[src/core/bcdc_pkg.sv]
// bcdc_pkg: register map, field positions, reset values and mode codes
// of the bus clock divider and external reference control block.
// assumes a 32-bit classic wishbone slave with one register per word.
package bcdc_pkg;

  // byte offsets of the registers
  localparam logic [7:0] OFS_CTRL_TWO    = 8'h00; // clock_control_two
  localparam logic [7:0] OFS_STATUS_TRIM = 8'h04; // clock_status_trim
  localparam logic [7:0] OFS_MODE_REQ    = 8'h08; // requested operating mode
  localparam logic [7:0] OFS_IRQ_STATUS  = 8'h0C; // sticky events, read clears
  localparam logic [7:0] OFS_IRQ_MASK    = 8'h10; // event mask

  // clock_control_two field positions
  localparam int DIV_HI   = 7; // bus_divider_field msb
  localparam int DIV_LO   = 6; // bus_divider_field lsb
  localparam int RANGE_B  = 5; // high frequency range
  localparam int GAIN_B   = 4; // high_gain_select
  localparam int LOWPWR_B = 3; // low_power_select
  localparam int EREF_B   = 2; // ext_ref_select
  localparam int ERCLK_B  = 1; // ext_ref_output_enable

  // clock_status_trim field positions
  localparam int OSCRDY_B = 1; // oscillator_ready_flag
  localparam int TRIM_B   = 0; // fine_trim_bit

  // irq status / mask bits
  localparam int EV_OSCRDY = 0; // oscillator became ready
  localparam int EV_MODE   = 1; // operating mode changed
  localparam int EV_W      = 2; // event count

  // reset values
  localparam logic [7:0] RST_CTRL_TWO = 8'h40; // divide by two
  localparam logic [1:0] RST_MODE_REQ = 2'h0;  // engaged internal
  localparam logic [1:0] RST_IRQ_MASK = 2'h0;

  // mode request codes (full power modes only)
  localparam logic [1:0] REQ_ENG_INT = 2'h0;
  localparam logic [1:0] REQ_ENG_EXT = 2'h1;
  localparam logic [1:0] REQ_BYP_INT = 2'h2;
  localparam logic [1:0] REQ_BYP_EXT = 2'h3;

  // clock source select codes
  localparam logic [1:0] CSRC_LOOP = 2'h0; // loop output
  localparam logic [1:0] CSRC_INT  = 2'h1; // internal reference
  localparam logic [1:0] CSRC_EXT  = 2'h2; // external reference

  // oscillator start-up cycles (arbitrary plain default)
  localparam int OSC_STARTUP_CYCLES = 4096;

  // seven operating modes, gray codes along the usual path
  typedef enum logic [2:0] {
    BCDC_ENG_INT     = 3'h0, // loop_engaged_internal_mode
    BCDC_ENG_EXT     = 3'h1, // loop_engaged_external_mode
    BCDC_BYP_EXT     = 3'h3, // loop_bypassed_external_mode
    BCDC_BYP_EXT_LOW = 3'h2, // bypassed_external_low_power_mode
    BCDC_BYP_INT     = 3'h6, // loop bypassed internal
    BCDC_BYP_INT_LOW = 3'h7, // bypassed internal low power
    BCDC_STOP  = 3'h5  // stopped
  } bcdc_mode_t;

endpackage

[src/core/bcdc_top.sv]
// bcdc_top: configuration and status of the internal clock source unit:
// bus divider, external oscillator controls, mode machine, ready flag.
// assumes a classic wishbone master and tick pulses from the clock sources.
// assumes every input is synchronous to clk_sys; no synchronisers here.
// limitation: the block only steers ticks, it never makes a clock itself.
`timescale 1ns/1ps
`default_nettype none
module bcdc_top #(
  parameter int OSC_STARTUP = bcdc_pkg::OSC_STARTUP_CYCLES
) (
  input  wire logic        clk_sys,
  input  wire logic        rst_n,
  // classic wishbone slave
  input  wire logic        wb_cyc_i,
  input  wire logic        wb_stb_i,
  input  wire logic        wb_we_i,
  input  wire logic [7:0]  wb_adr_i,
  input  wire logic [31:0] wb_dat_i,
  input  wire logic [3:0]  wb_sel_i,
  output logic [31:0]      wb_dat_o,
  output logic             wb_ack_o,
  // clock source ticks
  input  wire logic        loop_tick,      // loop output edge
  input  wire logic        int_ref_tick,   // internal reference edge
  input  wire logic        ext_ref_tick,   // external reference edge
  input  wire logic        background_debug_mode,
  input  wire logic        stop_req,       // enter stop mode
  // outputs
  output logic             bus_tick,
  output logic             ext_ref_clock_out,
  output logic             osc_request,
  output logic             osc_high_range,
  output logic             osc_high_gain,
  output logic             loop_enable,
  output logic             fine_trim_bit,
  output logic [1:0]       clock_source_select,
  output logic [2:0]       mode_state,
  output logic             irq
);
  initial begin
    if (OSC_STARTUP < 1) $error("bcdc_top: OSC_STARTUP below 1");
  end

  // registers
  logic [7:0]          ctrl_two;     // clock_control_two
  logic [1:0]          mode_req;     // requested full power mode
  logic [bcdc_pkg::EV_W-1:0] irq_status; // sticky events
  logic [bcdc_pkg::EV_W-1:0] irq_mask;   // enables
  bcdc_pkg::bcdc_mode_t mode;        // current mode
  bcdc_pkg::bcdc_mode_t next_mode;   // mode for next cycle
  logic                osc_ready;    // oscillator_ready_flag
  logic                osc_ready_d;  // for rising edge event
  logic                wr_stb;       // write taken this cycle
  logic                rd_stb;       // read taken this cycle
  logic                drop;         // enable or select bit cleared
  logic                src_tick;     // selected clock edge
  logic                lowpwr_ok;    // low power gating allowed
  logic                ext_sel;      // external reference in use

  // single-cycle answer: request held, ack rises the cycle after
  assign wr_stb = wb_cyc_i && wb_stb_i && !wb_ack_o && wb_we_i && wb_sel_i[0];
  assign rd_stb = wb_cyc_i && wb_stb_i && !wb_ack_o && !wb_we_i;

  // ack pulses one cycle per request, drops after the taken edge
  always_ff @(posedge clk_sys) begin
    if (!rst_n) begin
      wb_ack_o <= 1'b0;
    end else begin
      wb_ack_o <= wb_cyc_i && wb_stb_i && !wb_ack_o;
    end
  end

  // clock_control_two; divide by two out of reset
  always_ff @(posedge clk_sys) begin
    if (!rst_n) begin
      ctrl_two <= bcdc_pkg::RST_CTRL_TWO;
    end else if (wr_stb && wb_adr_i == bcdc_pkg::OFS_CTRL_TWO) begin
      ctrl_two <= {wb_dat_i[7:1], 1'b0}; // bit 0 not used here
    end
  end

  // fine trim is the only writable bit of the status/trim register
  always_ff @(posedge clk_sys) begin
    if (!rst_n) begin
      fine_trim_bit <= 1'b0;
    end else if (wr_stb && wb_adr_i == bcdc_pkg::OFS_STATUS_TRIM) begin
      fine_trim_bit <= wb_dat_i[bcdc_pkg::TRIM_B];
    end
  end

  // requested mode and mask
  always_ff @(posedge clk_sys) begin
    if (!rst_n) begin
      mode_req <= bcdc_pkg::RST_MODE_REQ;
      irq_mask <= bcdc_pkg::RST_IRQ_MASK;
    end else if (wr_stb) begin
      if (wb_adr_i == bcdc_pkg::OFS_MODE_REQ) begin
        mode_req <= wb_dat_i[1:0];
      end
      if (wb_adr_i == bcdc_pkg::OFS_IRQ_MASK) begin
        irq_mask <= wb_dat_i[bcdc_pkg::EV_W-1:0];
      end
    end
  end

  // low power variants only while debug is not active
  // debug needs the loop, so it overrides the low power bit
  assign lowpwr_ok = ctrl_two[bcdc_pkg::LOWPWR_B] && !background_debug_mode;

  // mode machine; stop always returns to engaged internal
  // hazard: unless stop is asked, a low power mode falls back to its full power bypass mode
  // first, so the loop is running again before anything engages it
  always_comb begin
    next_mode = mode;
    case (mode)
      bcdc_pkg::BCDC_STOP: begin
        // leave stop only when the request is gone
        if (!stop_req) next_mode = bcdc_pkg::BCDC_ENG_INT;
      end
      bcdc_pkg::BCDC_BYP_INT_LOW: begin
        // debug or a new request wakes the loop
        if (!lowpwr_ok || mode_req != bcdc_pkg::REQ_BYP_INT) next_mode = bcdc_pkg::BCDC_BYP_INT;
      end
      bcdc_pkg::BCDC_BYP_EXT_LOW: begin
        // debug or a new request wakes the loop
        if (!lowpwr_ok || mode_req != bcdc_pkg::REQ_BYP_EXT) next_mode = bcdc_pkg::BCDC_BYP_EXT;
      end
      default: begin
        // full power modes move freely among themselves
        case (mode_req)
          bcdc_pkg::REQ_ENG_INT: next_mode = bcdc_pkg::BCDC_ENG_INT;
          bcdc_pkg::REQ_ENG_EXT: next_mode = bcdc_pkg::BCDC_ENG_EXT;
          bcdc_pkg::REQ_BYP_INT: next_mode = bcdc_pkg::BCDC_BYP_INT;
          default:               next_mode = bcdc_pkg::BCDC_BYP_EXT;
        endcase
        // low power only from its own bypass mode, one step at a time
        if (mode == bcdc_pkg::BCDC_BYP_INT && next_mode == bcdc_pkg::BCDC_BYP_INT && lowpwr_ok) begin
          next_mode = bcdc_pkg::BCDC_BYP_INT_LOW;
        end
        if (mode == bcdc_pkg::BCDC_BYP_EXT && next_mode == bcdc_pkg::BCDC_BYP_EXT && lowpwr_ok) begin
          next_mode = bcdc_pkg::BCDC_BYP_EXT_LOW;
        end
      end
    endcase
    // stop wins over every other request
    if (stop_req) next_mode = bcdc_pkg::BCDC_STOP;
  end

  // mode register starts in engaged internal
  always_ff @(posedge clk_sys) begin
    if (!rst_n) begin
      mode <= bcdc_pkg::BCDC_ENG_INT;
    end else begin
      mode <= next_mode;
    end
  end
  assign mode_state = mode;

  // clock source follows the mode
  always_comb begin
    case (mode)
      bcdc_pkg::BCDC_BYP_INT, bcdc_pkg::BCDC_BYP_INT_LOW: clock_source_select = bcdc_pkg::CSRC_INT;
      bcdc_pkg::BCDC_BYP_EXT, bcdc_pkg::BCDC_BYP_EXT_LOW: clock_source_select = bcdc_pkg::CSRC_EXT;
      default:                                            clock_source_select = bcdc_pkg::CSRC_LOOP;
    endcase
  end

  // the loop stops in low power bypass and in stop
  assign loop_enable = !(mode == bcdc_pkg::BCDC_BYP_INT_LOW || mode == bcdc_pkg::BCDC_BYP_EXT_LOW
                         || mode == bcdc_pkg::BCDC_STOP);

  // pick the selected edge; stop mode gives no bus clock
  always_comb begin
    case (clock_source_select)
      bcdc_pkg::CSRC_INT: src_tick = int_ref_tick;
      bcdc_pkg::CSRC_EXT: src_tick = ext_ref_tick;
      default:            src_tick = loop_tick && loop_enable;
    endcase
  end

  bcdc_bus_div u_div (
    .clk_sys  (clk_sys),
    .rst_n    (rst_n),
    .src_tick (src_tick),
    .div_code (ctrl_two[bcdc_pkg::DIV_HI:bcdc_pkg::DIV_LO]),
    .bus_tick (bus_tick)
  );

  // oscillator controls straight from the control bits
  assign osc_high_range = ctrl_two[bcdc_pkg::RANGE_B];
  assign osc_high_gain  = ctrl_two[bcdc_pkg::GAIN_B];
  // the reference is in use by the enable bit or by an external mode
  assign ext_sel = ctrl_two[bcdc_pkg::ERCLK_B] || mode == bcdc_pkg::BCDC_ENG_EXT
                   || mode == bcdc_pkg::BCDC_BYP_EXT || mode == bcdc_pkg::BCDC_BYP_EXT_LOW;
  assign osc_request = ctrl_two[bcdc_pkg::EREF_B] && ext_sel;

  // drop on a write that clears a set enable or select bit
  assign drop = wr_stb && wb_adr_i == bcdc_pkg::OFS_CTRL_TWO
                && ((ctrl_two[bcdc_pkg::ERCLK_B] && !wb_dat_i[bcdc_pkg::ERCLK_B])
                 || (ctrl_two[bcdc_pkg::EREF_B] && !wb_dat_i[bcdc_pkg::EREF_B]));

  bcdc_osc_init #(
    .STARTUP (OSC_STARTUP)
  ) u_osc (
    .clk_sys  (clk_sys),
    .rst_n    (rst_n),
    .osc_tick (ext_ref_tick),
    .run      (osc_request),
    .drop     (drop),
    .ready    (osc_ready)
  );

  // reference output; crystal edges only count once it is ready
  always_ff @(posedge clk_sys) begin
    if (!rst_n) begin
      ext_ref_clock_out <= 1'b0;
    end else begin
      ext_ref_clock_out <= ctrl_two[bcdc_pkg::ERCLK_B] && ext_ref_tick
                           && (osc_ready || !ctrl_two[bcdc_pkg::EREF_B]);
    end
  end

  // sticky events; a new event wins over a read in the same cycle
  always_ff @(posedge clk_sys) begin
    if (!rst_n) begin
      osc_ready_d <= 1'b0;
      irq_status  <= '0;
    end else begin
      osc_ready_d <= osc_ready;
      if (rd_stb && wb_adr_i == bcdc_pkg::OFS_IRQ_STATUS) begin
        irq_status <= '0;
      end
      if (osc_ready && !osc_ready_d) irq_status[bcdc_pkg::EV_OSCRDY] <= 1'b1;
      if (next_mode != mode) irq_status[bcdc_pkg::EV_MODE] <= 1'b1;
    end
  end
  assign irq = |(irq_status & irq_mask);

  // read data registered; unmapped reads give zero; ready is read-only
  always_ff @(posedge clk_sys) begin
    if (!rst_n) begin
      wb_dat_o <= '0;
    end else if (rd_stb) begin
      case (wb_adr_i)
        bcdc_pkg::OFS_CTRL_TWO:    wb_dat_o <= {24'h000000, ctrl_two};
        bcdc_pkg::OFS_STATUS_TRIM: wb_dat_o <= {30'h00000000, osc_ready, fine_trim_bit};
        bcdc_pkg::OFS_MODE_REQ:    wb_dat_o <= {25'h0000000, mode, 2'h0, mode_req};
        bcdc_pkg::OFS_IRQ_STATUS:  wb_dat_o <= {30'h00000000, irq_status};
        bcdc_pkg::OFS_IRQ_MASK:    wb_dat_o <= {30'h00000000, irq_mask};
        default:                   wb_dat_o <= '0;
      endcase
    end
  end

  // checks
  chk_div_reset: assert property (@(posedge clk_sys) $rose(rst_n) |->
    ctrl_two[7:6] == 2'h1) else $error("divider not two after reset");
  chk_mode_reset: assert property (@(posedge clk_sys) $rose(rst_n) && !stop_req |->
    mode == bcdc_pkg::BCDC_ENG_INT) else $error("mode not engaged internal after reset");
  chk_range_pin: assert property (@(posedge clk_sys) disable iff (!rst_n)
    osc_high_range == ctrl_two[5] && osc_high_gain == ctrl_two[4])
    else $error("range or gain pin wrong");
  chk_gain_follow: assert property (@(posedge clk_sys) disable iff (!rst_n)
    wr_stb && wb_adr_i == 8'h00 |=> osc_high_gain == $past(wb_dat_i[4]))
    else $error("gain not from write");
  chk_loop_gate: assert property (@(posedge clk_sys) disable iff (!rst_n)
    (mode == bcdc_pkg::BCDC_BYP_INT_LOW || mode == bcdc_pkg::BCDC_BYP_EXT_LOW) |->
    !loop_enable && $past(lowpwr_ok)) else $error("loop runs in low power");
  chk_osc_req: assert property (@(posedge clk_sys) disable iff (!rst_n)
    !ctrl_two[2] |-> !osc_request) else $error("oscillator requested without select");
  chk_ref_out: assert property (@(posedge clk_sys) disable iff (!rst_n)
    !ctrl_two[1] |=> !ext_ref_clock_out) else $error("reference out while off");
  chk_ready_fall: assert property (@(posedge clk_sys) disable iff (!rst_n)
    $fell(osc_ready) |-> $past(drop)) else $error("ready fell without drop");
  chk_ready_rise: assert property (@(posedge clk_sys) disable iff (!rst_n)
    $rose(osc_ready) |-> $past(osc_request) && $past(ext_ref_tick))
    else $error("ready rose without request");
  chk_trim_write: assert property (@(posedge clk_sys) disable iff (!rst_n)
    wr_stb && wb_adr_i == 8'h04 |=> fine_trim_bit == $past(wb_dat_i[0]) && $stable(osc_ready))
    else $error("trim write wrong or ready changed");
  chk_bus_rate: assert property (@(posedge clk_sys) disable iff (!rst_n)
    bus_tick |-> $past(src_tick)) else $error("bus tick without source edge");

  // divider and range bits land exactly as written
  chk_div_write: assert property (@(posedge clk_sys) disable iff (!rst_n)
    wr_stb && wb_adr_i == bcdc_pkg::OFS_CTRL_TWO |=> ctrl_two[7:6] == $past(wb_dat_i[7:6]))
    else $error("divider not from write");
  chk_range_write: assert property (@(posedge clk_sys) disable iff (!rst_n)
    wr_stb && wb_adr_i == bcdc_pkg::OFS_CTRL_TWO |=> osc_high_range == $past(wb_dat_i[5]))
    else $error("range not from write");

  // bypass external modes run the bus from the external reference
  chk_src_ext: assert property (@(posedge clk_sys) disable iff (!rst_n)
    mode == bcdc_pkg::BCDC_BYP_EXT || mode == bcdc_pkg::BCDC_BYP_EXT_LOW |->
    clock_source_select == bcdc_pkg::CSRC_EXT) else $error("bypass source wrong");

  // engaged modes keep the loop running; debug leaves low power at once
  chk_loop_run: assert property (@(posedge clk_sys) disable iff (!rst_n)
    mode == bcdc_pkg::BCDC_ENG_INT || mode == bcdc_pkg::BCDC_ENG_EXT |-> loop_enable)
    else $error("loop off while engaged");
  chk_debug_exit: assert property (@(posedge clk_sys) disable iff (!rst_n)
    background_debug_mode |=>
    !(mode == bcdc_pkg::BCDC_BYP_INT_LOW || mode == bcdc_pkg::BCDC_BYP_EXT_LOW))
    else $error("low power kept under debug");

  // ready only falls on a drop; trim only changes on its write
  chk_ready_hold: assert property (@(posedge clk_sys) disable iff (!rst_n)
    osc_ready && !drop |=> osc_ready) else $error("ready lost without drop");
  chk_trim_hold: assert property (@(posedge clk_sys) disable iff (!rst_n)
    !(wr_stb && wb_adr_i == bcdc_pkg::OFS_STATUS_TRIM) |=> $stable(fine_trim_bit))
    else $error("trim changed without write");

  // stop is entered the cycle after it is asked; no unused code appears
  chk_stop_entry: assert property (@(posedge clk_sys) disable iff (!rst_n)
    stop_req |=> mode == bcdc_pkg::BCDC_STOP) else $error("stop not entered");
  chk_mode_legal: assert property (@(posedge clk_sys) disable iff (!rst_n)
    mode != 3'h4) else $error("illegal mode code");

  // bus handshake: one answer per taken request, one cycle long
  chk_ack_next: assert property (@(posedge clk_sys) disable iff (!rst_n)
    wb_cyc_i && wb_stb_i && !wb_ack_o |=> wb_ack_o) else $error("request not answered");
  chk_ack_pulse: assert property (@(posedge clk_sys) disable iff (!rst_n)
    wb_ack_o |=> !wb_ack_o) else $error("answer held too long");

  // a mode event stays until its register is read
  chk_event_keep: assert property (@(posedge clk_sys) disable iff (!rst_n)
    irq_status[bcdc_pkg::EV_MODE] && !(rd_stb && wb_adr_i == bcdc_pkg::OFS_IRQ_STATUS)
    |=> irq_status[bcdc_pkg::EV_MODE]) else $error("mode event lost");
endmodule
`default_nettype wire

[src/core/bcdc_bus_div.sv]
// bcdc_bus_div: divides ticks of the selected clock by 1, 2, 4 or 8.
// assumes src_tick is a one-cycle pulse per selected clock period.
`timescale 1ns/1ps
`default_nettype none
module bcdc_bus_div #(
  parameter int CNT_W = 3 // counter width, enough for divide by 8
) (
  input  wire logic       clk_sys,
  input  wire logic       rst_n,
  input  wire logic       src_tick,  // selected clock edge
  input  wire logic [1:0] div_code,  // bus_divider_field
  output logic            bus_tick   // one pulse per bus clock
);
  initial begin
    if (CNT_W < 3) $error("bcdc_bus_div: CNT_W below 3");
  end

  logic [CNT_W-1:0] cnt;      // ticks seen in this bus period
  logic [CNT_W-1:0] last_cnt; // terminal count for the code

  // 00 by 1, 01 by 2, 10 by 4, 11 by 8
  always_comb begin
    last_cnt = CNT_W'((1 << div_code) - 1);
  end

  // count source ticks; a code change applies at once, a count past the new end wraps on the next tick
  always_ff @(posedge clk_sys) begin
    if (!rst_n) begin
      cnt      <= '0;
      bus_tick <= 1'b0;
    end else begin
      bus_tick <= 1'b0;
      if (src_tick) begin
        if (cnt >= last_cnt) begin
          cnt      <= '0;
          bus_tick <= 1'b1;
        end else begin
          cnt <= cnt + 1'b1;
        end
      end
    end
  end
endmodule
`default_nettype wire

[src/core/bcdc_osc_init.sv]
// bcdc_osc_init: counts oscillator start-up cycles and holds the ready flag.
// assumes osc_tick pulses once per oscillator cycle while it runs.
`timescale 1ns/1ps
`default_nettype none
module bcdc_osc_init #(
  parameter int STARTUP = bcdc_pkg::OSC_STARTUP_CYCLES
) (
  input  wire logic clk_sys,
  input  wire logic rst_n,
  input  wire logic osc_tick,  // oscillator cycle
  input  wire logic run,       // oscillator requested and selected
  input  wire logic drop,      // enable or select bit just cleared
  output logic      ready      // oscillator_ready_flag
);
  localparam int CW = $clog2(STARTUP + 1);
  initial begin
    if (STARTUP < 1) $error("bcdc_osc_init: STARTUP below 1");
  end

  logic [CW-1:0] cnt; // start-up cycles seen

  // the flag only ever falls on a drop; leaving the mode alone keeps it
  always_ff @(posedge clk_sys) begin
    if (!rst_n) begin
      cnt   <= '0;
      ready <= 1'b0;
    end else if (drop) begin
      cnt   <= '0;
      ready <= 1'b0;
    end else if (run && !ready && osc_tick) begin
      if (cnt == CW'(STARTUP - 1)) begin
        ready <= 1'b1;
      end
      cnt <= cnt + 1'b1;
    end
  end
endmodule
`default_nettype wire

[config.mk]
export PLATFORM = sky130hd
export DESIGN_NAME = bcdc_top
export DESIGN_NICKNAME = d
export VERILOG_FILES = /design/src/core/bcdc_pkg.sv /design/src/core/bcdc_top.sv /design/src/core/bcdc_bus_div.sv /design/src/core/bcdc_osc_init.sv
export SDC_FILE = /design/constraint.sdc
export NUM_CORES = 1
export LEC_CHECK = 0
export BUFFER_PORTS_ARGS = -buffer_cell sky130_fd_sc_hd__buf_4
export CAP_MARGIN = 20
export CORE_MARGIN = 2
export CORE_UTILIZATION = 53
export DETAILED_ROUTE_END_ITERATION = 8
export PLACE_DENSITY = 0.85
export RECOVER_POWER = 50
export SYNTH_ARGS = -nofsm -noshare
export SYNTH_HDL_FRONTEND = slang
export SYNTH_SLANG_ARGS = --single-unit
export TNS_END_PERCENT = 30
[constraint.sdc]
create_clock -name clk_sys -period 5.6 [get_ports clk_sys]
set_clock_uncertainty 0.2 [all_clocks]
set_input_delay 1.68 -clock clk_sys [delete_from_list [all_inputs] [get_ports clk_sys]]
set_output_delay 1.68 -clock clk_sys [all_outputs]
set_load 0.1 [all_outputs]
**Yosys cells after proc, flatten, opt, wreduce, memory -nomap -nowiden**

Index checks and enable logic that the tools add are counted.

- Add/subtract/negate cells: 3
- $lt $le $gt $ge: 1
- Equality and inequality tests: 20
- Shift operators: 1
- Multiplexer cells: 17
- Bitwise gates (word level): 2
- Reduce and logical (&&, ||, !) cells: 55

Operators by type and width:

| kind | number |
|---|---|
| 8-bit one-hot mux with 5 select lines | 1 |
| 3-bit 2-to-1 mux | 8 |
| 1-bit logical AND | 23 |
| 3-bit one-hot mux with 3 select lines | 2 |
| 8-bit by 4-bit equality test with 1-bit output, second input constant | 2 |
| 13-bit by 1-bit adder with 13-bit output, second input constant | 1 |
| 13-bit by 12-bit equality test with 1-bit output, second input constant | 1 |
| 3-bit equality test, second input constant | 4 |
| 1-bit zero test | 10 |
| 3-bit by 2-bit equality test with 1-bit output, second input constant | 3 |
| 1-bit logical OR | 9 |
| 8-bit by 3-bit equality test with 1-bit output, second input constant | 1 |
| 8-bit by 5-bit equality test with 1-bit output, second input constant | 1 |
| 8-bit zero test | 1 |
| 2-bit AND reduction | 4 |
| 2-bit OR reduction | 4 |
| 2-bit by 1-bit equality test with 1-bit output, second input constant | 2 |
| 2-bit equality test, second input constant | 2 |
| 2-bit != test, second input constant | 2 |
| 2-bit one-hot mux with 2 select lines | 1 |
| 2-bit nonzero test | 2 |
| 3-bit by 1-bit adder with 3-bit output, second input constant | 1 |
| 3-bit by 1-bit equality test with 1-bit output, second input constant | 1 |
| 3-bit greater-or-equal comparator | 1 |
| other kinds (10) | 12 |

- Register bits: 70
- Bits of input ports: 54
- Output and inout bits: 46
- Logic and storage cells: 114

**Depth between registers and ports, before layout**

Gate-level depths: netlist of the first run.

- Depth in word-level cells: 16
- Gate-level depth with buffers: 9
- Depth with buffers taken out: 8

**Cells and area by module**

From an unflattened synthesis of the first run, not the netlist that was laid out.

- Cell total of the unflattened synthesis: 314
- Area, all modules: 2622.5 µm²

Modules (own cells, without submodules):

| module | instances | cells each | area each (µm²) | sequential area each (µm²) |
|---|---|---|---|---|
| bcdc_top | 1 | 216 | 1692.9 | 560.5 |
| bcdc_osc_init | 1 | 70 | 646.9 | 280.3 |
| bcdc_bus_div | 1 | 28 | 282.8 | 80.1 |

**Worst setup path after synthesis of the first run**

Ideal clock, no wire load.

- Path kind: register -> output
- Start: register mode[1], in the netlist mode_state[1]
- End: output port osc_request
- Data arrival time: 3.617 ns
- Required time: 3.720 ns
- Slack: 0.103 ns
- Stages on the path, launching flop included: 4
- Path buffers: 1
- Cell sequence: dfxtp_1 -> clkbuf_1 -> o21bai_1 -> a21boi_0

- Longest elaborated chain between the ends: 5
- Elaborated cells between the ends (all ways): 7
- Those cells by class: eq/ne: 3; reduce/logical: 4

RTL lines:

| item | RTL line | RTL |
|---|---|---|
| from (decl) | bcdc_top.sv:49 | `bcdc_pkg::bcdc_mode_t mode;` |
| from (signal assigned) | bcdc_top.sv:152 | `mode <= bcdc_pkg::BCDC_ENG_INT;` |
| from (signal assigned) | bcdc_top.sv:154 | `mode <= next_mode;` |
| 3-bit by 1-bit equality test with 1-bit output | bcdc_top.sv:193 | `assign ext_sel = ctrl_two[bcdc_pkg::ERCLK_B] \|\| mode == bcdc_pkg::BCDC_ENG_EXT` |
| 1-bit logical OR | bcdc_top.sv:193 |  |
| 1-bit logical OR | bcdc_top.sv:194 | `\|\| mode == bcdc_pkg::BCDC_BYP_EXT \|\| mode == bcdc_pkg::BCDC_BYP_EXT_LOW;` |
| 1-bit logical OR (*) | bcdc_top.sv:194 |  |
| 1-bit logical AND (*) | bcdc_top.sv:195 | `assign osc_request = ctrl_two[bcdc_pkg::EREF_B] && ext_sel;` |
| to (decl) | bcdc_top.sv:31 | `output logic osc_request,` |

Every way passes the cells marked *; elsewhere a longest branch is shown, timed or not.

**Worst setup path after layout of the first run**

- Start: register mode[0], in the netlist mode_state[0]
- End: output port mode_state[0]

RTL lines:

| item | RTL line | RTL |
|---|---|---|
| to (decl) | bcdc_top.sv:37 | `output logic [2:0] mode_state,` |

No word-level cell between the ends.

==> results_dict.tcl, run 1 <==
set metrics [dict create \
    route.met2.wl_um 2790 \
    wl_met3_um 455 \
    reg2reg_depth 7 \
    detail_route.wirelength_um 6000 \
    synth.distinct_cells 64 \
    path_depth 1 \
    fmax_mhz 268 \
    rsz0062_at_grt "no" \
    cap_violations 0 \
    synth_ff_type "dfxtp_1" \
    cts.sinks 46 \
    synth_area_per_cell_um2 8.24 \
    hold_viol_final 0 \
    grt_max_degree 28 \
    final_cell_mix "46 x dfxtp_1, 28 x a21oi_1, 27 x buf_4" \
    netlist_area_um2 2660 \
    ir_drop_v 0.000135 \
    fin_ws_ns 1.87 \
    grt_pass1_vias 2112 \
    end_kind "output pin" \
    cp_max_fo 16 \
    cp.required_ns 3.72 \
    ys_seq_area_share_pct 34.6 \
    nNetsFinal 421 \
    routabilityCongestion 0.858 \
    antenna_cells 0 \
    whs_path_depth 2 \
    cpMaxStageDelayCell "clkbuf_1" \
    synth_cells 323 \
    worst_slew_pin_slew_ns 1.17 \
    ctsRootBufferMaster "clkbuf_8" \
    core_area_um2 4790 \
    layout_commonest_cell "dfxtp_1" \
    synth-edff-count 0 \
    drive_gt1_share_pct 12.5 \
    timing.final.crit_share_pct 66.7 \
    power_density_nw_per_um2 239 \
    post_cts_buffers 0 \
    dp_slack_ns 1.64 \
    worstHoldPathType "register to register" \
    dieHeight_um 74.8 \
    numPortBuffers 48 \
    cts.reportedPaths.clkPinSlew_ns 0.09 \
    wire_per_inst_um 14.0 \
    ys_ff_latch 46 \
    drt_iter0_drc 105 \
    clockBufferDepth 2 \
    cts_tree "yes" \
    clock_latency_ns 0.31 \
    numCtsBuffers 5 \
    path_cells "clkbuf_1" \
    pin_count 100 \
    start_util_pct 55.6 \
    highest_layer "met4" \
    drc_errors 0 \
    cts_resized 0 \
    async_reset_ff_share_pct 0 \
    die_w_um 74.8 \
    maxSlewHeadroom_pct 22.3 \
    slew_viol_final 0 \
    grt_pass1_wl_um 9510 \
    first_pass_iters 5 \
    grt_usage_pct 22.0 \
    overflow 0 \
    setup_viol 0 \
    hpwlAfterDp_um 4320 \
    cts_max_level 2 \
    power.leakage_nw 1.07 \
    crit_family "buffers and inverters" \
    ys_warn_count 0 \
    synth.top_cell.area_share_pct 34.6 \
    period_minus_slack_ns 3.73 \
    wl_met1_um 2700 \
    area_growth_pct 10.9 \
    die_area_um2 5600 \
    path_class "register to output pin" \
    cp.arrival_ns 1.85 \
    cts_hold_buf 0 \
    synth_top_area_cell "dfxtp_1" \
    vias 2465 \
    fp-row-count 25 \
    fin_tns_setup_ns 0 \
    cpPeakStageDelay_ns 0.91 \
    drtAntennaViolNets 0 \
    status "finished, final reports clean" \
    antenna_found_initial 0 \
    start_kind "register" \
    n_fill_cell 456 \
    ys_top_cells_by_area "dfxtp_1 35%, buf_4 7.1%, a21oi_1 5.3%, o21ai_0 3.8%, ha_1 3.3%" \
    cp.buffers_inverters 1 \
    viasPerCell 5.76 \
]
state kept, by name (all words and copies together), names as in the netlist:
name               cells
ctrl_two               7
ext_ref_clock_out      1
fine_trim_bit          1
irq_mask               2
irq_status             2
mode_req               2
mode_state             3
osc_ready_d            1
u_div.bus_tick         1
u_div.cnt              3
u_osc.cnt             13
u_osc.ready            1
wb_ack_o               1
wb_dat_o               8
worst paths after layout:
check / endpoint / from / slack, ns
max: mode_state[0] / mode_state[0]$_SDFF_PN0_ / 1.87
min: wb_dat_o[0]$_SDFFE_PN0P_ / wb_dat_o[0]$_SDFFE_PN0P_ / 0.26
max reg2reg: u_div.cnt[2]$_SDFFE_PN0N_ / mode_state[2]$_SDFF_PN0_ / 3.23
min reg2reg: wb_dat_o[0]$_SDFFE_PN0P_ / wb_dat_o[0]$_SDFFE_PN0P_ / 0.26
cell families (layout without fill, tap and decap cells):
family / after synthesis / count (layout) / synth area share [%]
XOR/XNOR: 7 / 7 / 2.30
other: 1 / 24 / 0.141
AND/OR/NAND/NOR: 105 / 105 / 22.1
adder cells (fa/ha/maj): 7 / 7 / 3.29
buffers and inverters: 59 / 74 / 12.3
flip-flops: 46 / 46 / 34.6
AO/OA/AOI/OAI: 91 / 91 / 22.6
multiplexers: 7 / 7 / 2.68
area by class of cell:
cell class                      count  area (um2)  area share, %
Sequential cell                    46         921           31.2
Inverter                           18        67.6           2.29
Clock buffer                        6        82.6           2.80
Clock inverter                      2        16.3          0.551
Timing Repair Buffer               48         282           9.54
Tap cell                           67        83.8           2.84
Multi-Input combinational cell    241        1500           50.8
cells in the mapped netlist, drive strengths merged (2+ instances only):
library cell	number
nor3	2
nand4	8
a211oi	2
nand2b	3
and4	2
o31ai	2
nand3	12
nand3b	3
mux2i	6
nor4	3
clkbuf	13
xnor2	4
nor3b	2
and2	4
a21oi	28
nor2	23
or2	2
a22oi	6
o2111ai	5
and3	4
o21ai	20
or4	2
o21bai	2
and3b	3
or3	10
nand2	16
a21boi	2
o211ai	3
a31oi	3
inv	17
buf	28
dfxtp	46
a2111oi	3
nand4b	3
xor2	3
ha	7
a2bb2oi	3
through the flow:
step	cell area [um2]	power (mW)	hold WS (ns)	cells	utilization, %
after CTS	3030	0.708	0.267	428	63.3
after floorplan	2750	0.475	0.243	346	-
after detailed placement	2930	0.489	0.248	420	61.2
after global routing	2950	0.727	0.286	428	61.6
final	2950	0.705	0.262	428	61.6
after global placement	2930	0.487	0.242	420	61.2
report_power, final:
| group | total [mW] | switching [mW] | internal, mW |
|---|---|---|---|
| Clock | 0.225 | 0.123 | 0.102 |
| Sequential | 0.336 | 0.00536 | 0.331 |
| Combinational | 0.144 | 0.117 | 0.0262 |
worst min-delay path: cells and delay by family (launching register included):
kind,cells,cell delay (ns)
flip-flops,1,0.32
AND/OR/NAND/NOR,1,0.05
AO/OA/AOI/OAI,1,0.05
metal layers:
layer | global-route usage (%) | vias to the layer above
met5 | 0 | -
met3 | 4.55 | 6
met2 | 34.6 | 115
met1 | 30.0 | 1143
met4 | 7.54 | 0
li1 | - | 1201
Note: power is estimated with default switching activity, not from simulation.
==> inputs of run 2 (changes only) <==
--- a/config.mk
+++ b/config.mk
@@ -5,12 +5,13 @@
 export SDC_FILE = /design/constraint.sdc
 export NUM_CORES = 1
 export LEC_CHECK = 0
+export ABC_AREA = 1
 export BUFFER_PORTS_ARGS = -buffer_cell sky130_fd_sc_hd__buf_4
 export CAP_MARGIN = 20
 export CORE_MARGIN = 2
-export CORE_UTILIZATION = 53
+export CORE_UTILIZATION = 49
 export DETAILED_ROUTE_END_ITERATION = 8
-export PLACE_DENSITY = 0.85
+export PLACE_DENSITY = 0.8
 export RECOVER_POWER = 50
 export SYNTH_ARGS = -nofsm -noshare
 export SYNTH_HDL_FRONTEND = slang
==> constraint.sdc (replaced) <==
create_clock -name clk_sys -period 3.9 [get_ports clk_sys]
set_clock_uncertainty 0.2 [all_clocks]
set_input_delay 1.17 -clock clk_sys [delete_from_list [all_inputs] [get_ports clk_sys]]
set_output_delay 1.17 -clock clk_sys [all_outputs]
set_load 0.1 [all_outputs]
==> run 2 against run 1 <==
  * Worst setup slack worse by 0.86 ns
  * Utilization is 4.3 points lower
  * First-iteration DRC count is 74% higher
  * Largest cell class unchanged
  * Largest power group unchanged
  * Flip-flop and latch count stayed put
  * Via count is 1.3% lower
  * Die area is 5.3% higher
  * Critical path type unchanged
  * Synthesized cell count is 17% higher
  * Sequential share of layout area is 0.25 points higher
  * Critical path depth is 4 higher
  * Global-route usage is 2.2 points lower
  * Combinational power is 53% higher
==> results_dict.tcl, run 2 <==
set metrics [dict create \
    ctsRootBufferMaster "clkbuf_8" \
    async_reset_ff_share_pct 0 \
    worstHoldPathType "register to register" \
    overflow 0 \
    pin_count 100 \
    start_kind "register" \
    cts_tree "yes" \
    grt_pass1_vias 2194 \
    yosys.area_share.simple_pct 30.8 \
    grt_max_degree 22 \
    wl_met3_um 378 \
    die_area_um2 5900 \
    drt_iter0_drc 183 \
    cts_hold_buf 0 \
    cp_max_fo 5 \
    nNetsFinal 486 \
    synth_area_per_cell_um2 6.89 \
    clockBufferDepth 2 \
    fp-row-count 26 \
    drtAntennaViolNets 0 \
    core_area_um2 5110 \
    synth_common_cells "81 x nand2_1, 46 x dfxtp_1, 44 x inv_1" \
    ys_ff_latch 46 \
    synth_top_family_by_area "simple AND/OR/NAND/NOR gates" \
    placed_cell_area_um2 2910 \
    power.leakage_nw 1.28 \
    synth_compound_area_share_pct 11.8 \
    status "finished, final reports clean" \
    cp.arrival_ns 1.53 \
    slew_viol_final 0 \
    netlist_area_um2 2600 \
    synth_xor_area_share_pct 2.36 \
    period_minus_slack_ns 2.90 \
    synth_ff_type "dfxtp_1" \
    fin_tns_setup_ns 0 \
    highest_layer "met4" \
    ys_warn_count 0 \
    power_density_nw_per_um2 335 \
    end_kind "output pin" \
    rsz0062_at_grt "no" \
    wire_per_inst_um 11.3 \
    cap_violations 0 \
    maxSlewHeadroom_pct 22.1 \
    setup_viol 0 \
    numPortBuffers 48 \
    detail_route.wirelength_um 5580 \
    clock_latency_ns 0.29 \
    cts_resized 0 \
    path_class "register to output pin" \
    largest_register_ffs 13 \
    reg_top3 "u_osc.cnt (13), wb_dat_o (8), ctrl_two (7)" \
    drc_errors 0 \
    synth-edff-count 0 \
    vias 2432 \
    post-synth-top-count-cell "nand2_1" \
    ir_drop_v 0.000171 \
    hold_viol_final 0 \
    cp.required_ns 2.53 \
    synth.distinct_cells 32 \
    numCtsBuffers 5 \
    fmax_mhz 345 \
    regMostFlops "u_osc.cnt" \
    start_util_pct 50.9 \
    muxShareOfSynthArea_pct 0 \
    dieHeight_um 76.8 \
    cts.sinks 46 \
    viasPerCell 4.91 \
    antenna_found_initial 0 \
    synth_cells 377 \
    timing.final.crit_share_pct 74.2 \
    antenna_cells 0 \
    first_pass_iters 4 \
    final_cell_mix "82 x nand2_1, 46 x dfxtp_1, 45 x inv_1" \
    routabilityCongestion 0.902 \
    ys_top_cells_by_area "dfxtp_1 35%, nand2_1 12%, buf_4 6.9%, inv_1 6.4%, a21oi_1 5.8%" \
    route.met2.wl_um 2540 \
    cts.reportedPaths.clkPinSlew_ns 0.08 \
    synth_fa_ha_area_share_pct 3.37 \
    cts_max_level 2 \
    drive_gt1_share_pct 14.4 \
    synth_top_area_cell "dfxtp_1" \
    synth.top_cell.area_share_pct 35.5 \
    layout_commonest_cell "nand2_1" \
    die_w_um 76.8 \
    wl_met1_um 2590 \
    finalInstanceArea_um2 2930 \
    hpwlAfterDp_um 4370 \
    ys_seq_area_share_pct 35.5 \
    area_growth_pct 12.7 \
    post_cts_buffers 0 \
    grt_usage_pct 19.8 \
    grt_pass1_wl_um 9510 \
    worst_slew_pin_slew_ns 1.17 \
]
run 2: worst paths after layout:
check	depth (start not counted)	startpoint	slack, ns	end
max	5	mode_state[0]$_SDFF_PN0_	1.00	clock_source_select[1]
min	1	osc_ready_d$_SDFF_PN0_	0.23	irq_status[0]$_SDFFE_PN0P_
max reg2reg	11	mode_state[0]$_SDFF_PN0_	1.78	u_div.cnt[2]$_SDFFE_PN0N_
min reg2reg	1	osc_ready_d$_SDFF_PN0_	0.23	irq_status[0]$_SDFFE_PN0P_
run 2: layout make-up:
| cell class | count | area (um2) |
|---|---|---|
| timing repair buffer | 49 | 323 |
| multi-input combinational | 273 | 1330 |
| sequential | 46 | 921 |
| fill | 507 | 2180 |
| clock buffer | 7 | 76.3 |
| tap | 70 | 87.6 |
| inverter | 50 | 188 |
run 2: worst max-delay path: stages, from the launching register on:
cell	delay, ns
dfxtp_1	0.40
inv_1	0.16
nor2_2	0.13
nand2_1	0.08
nand2_1	0.13
buf_4	0.31
run 2: kinds of logic after synthesis:
logic type | after synthesis
xor gates and xnor gates | 7
other | 1
AOI/OAI and AO/OA | 59
and+or+nand+nor | 176
buffers and inverters | 81
adders and majority gates | 7
DFF | 46
run 2: per-layer routing:
layer	vias to the layer above	GRT usage [%]
li1	1242	-
met1	1097	25.3
met2	85	31.6
met3	8	5.18
met4	0	8.18
met5	-	0
run 2: metrics by stage:
| step | hold slack, ns | worst slack (ns) | utilization [%] | power [mW] | cells |
|---|---|---|---|---|---|
| 6_report | 0.228 | 1.00 | 57.3 | 0.980 | 495 |
| 5_1_grt | 0.235 | 0.877 | 57.3 | 1.02 | 495 |
| 4_1_cts | 0.232 | 1.06 | 58.5 | 0.989 | 495 |
| 3_5_place_dp | 0.220 | 1.20 | 57.0 | 0.720 | 488 |
| 3_3_place_gp | 0.202 | 1.23 | 57.0 | 0.718 | 488 |
| 2_1_floorplan | 0.199 | 0.252 | - | 0.697 | 400 |
run 2: where the power goes:
group          internal (mW)  switching [mW]
sequential             0.477         0.00652
clock                  0.124           0.151
combinational         0.0374           0.184
total                  0.638           0.342
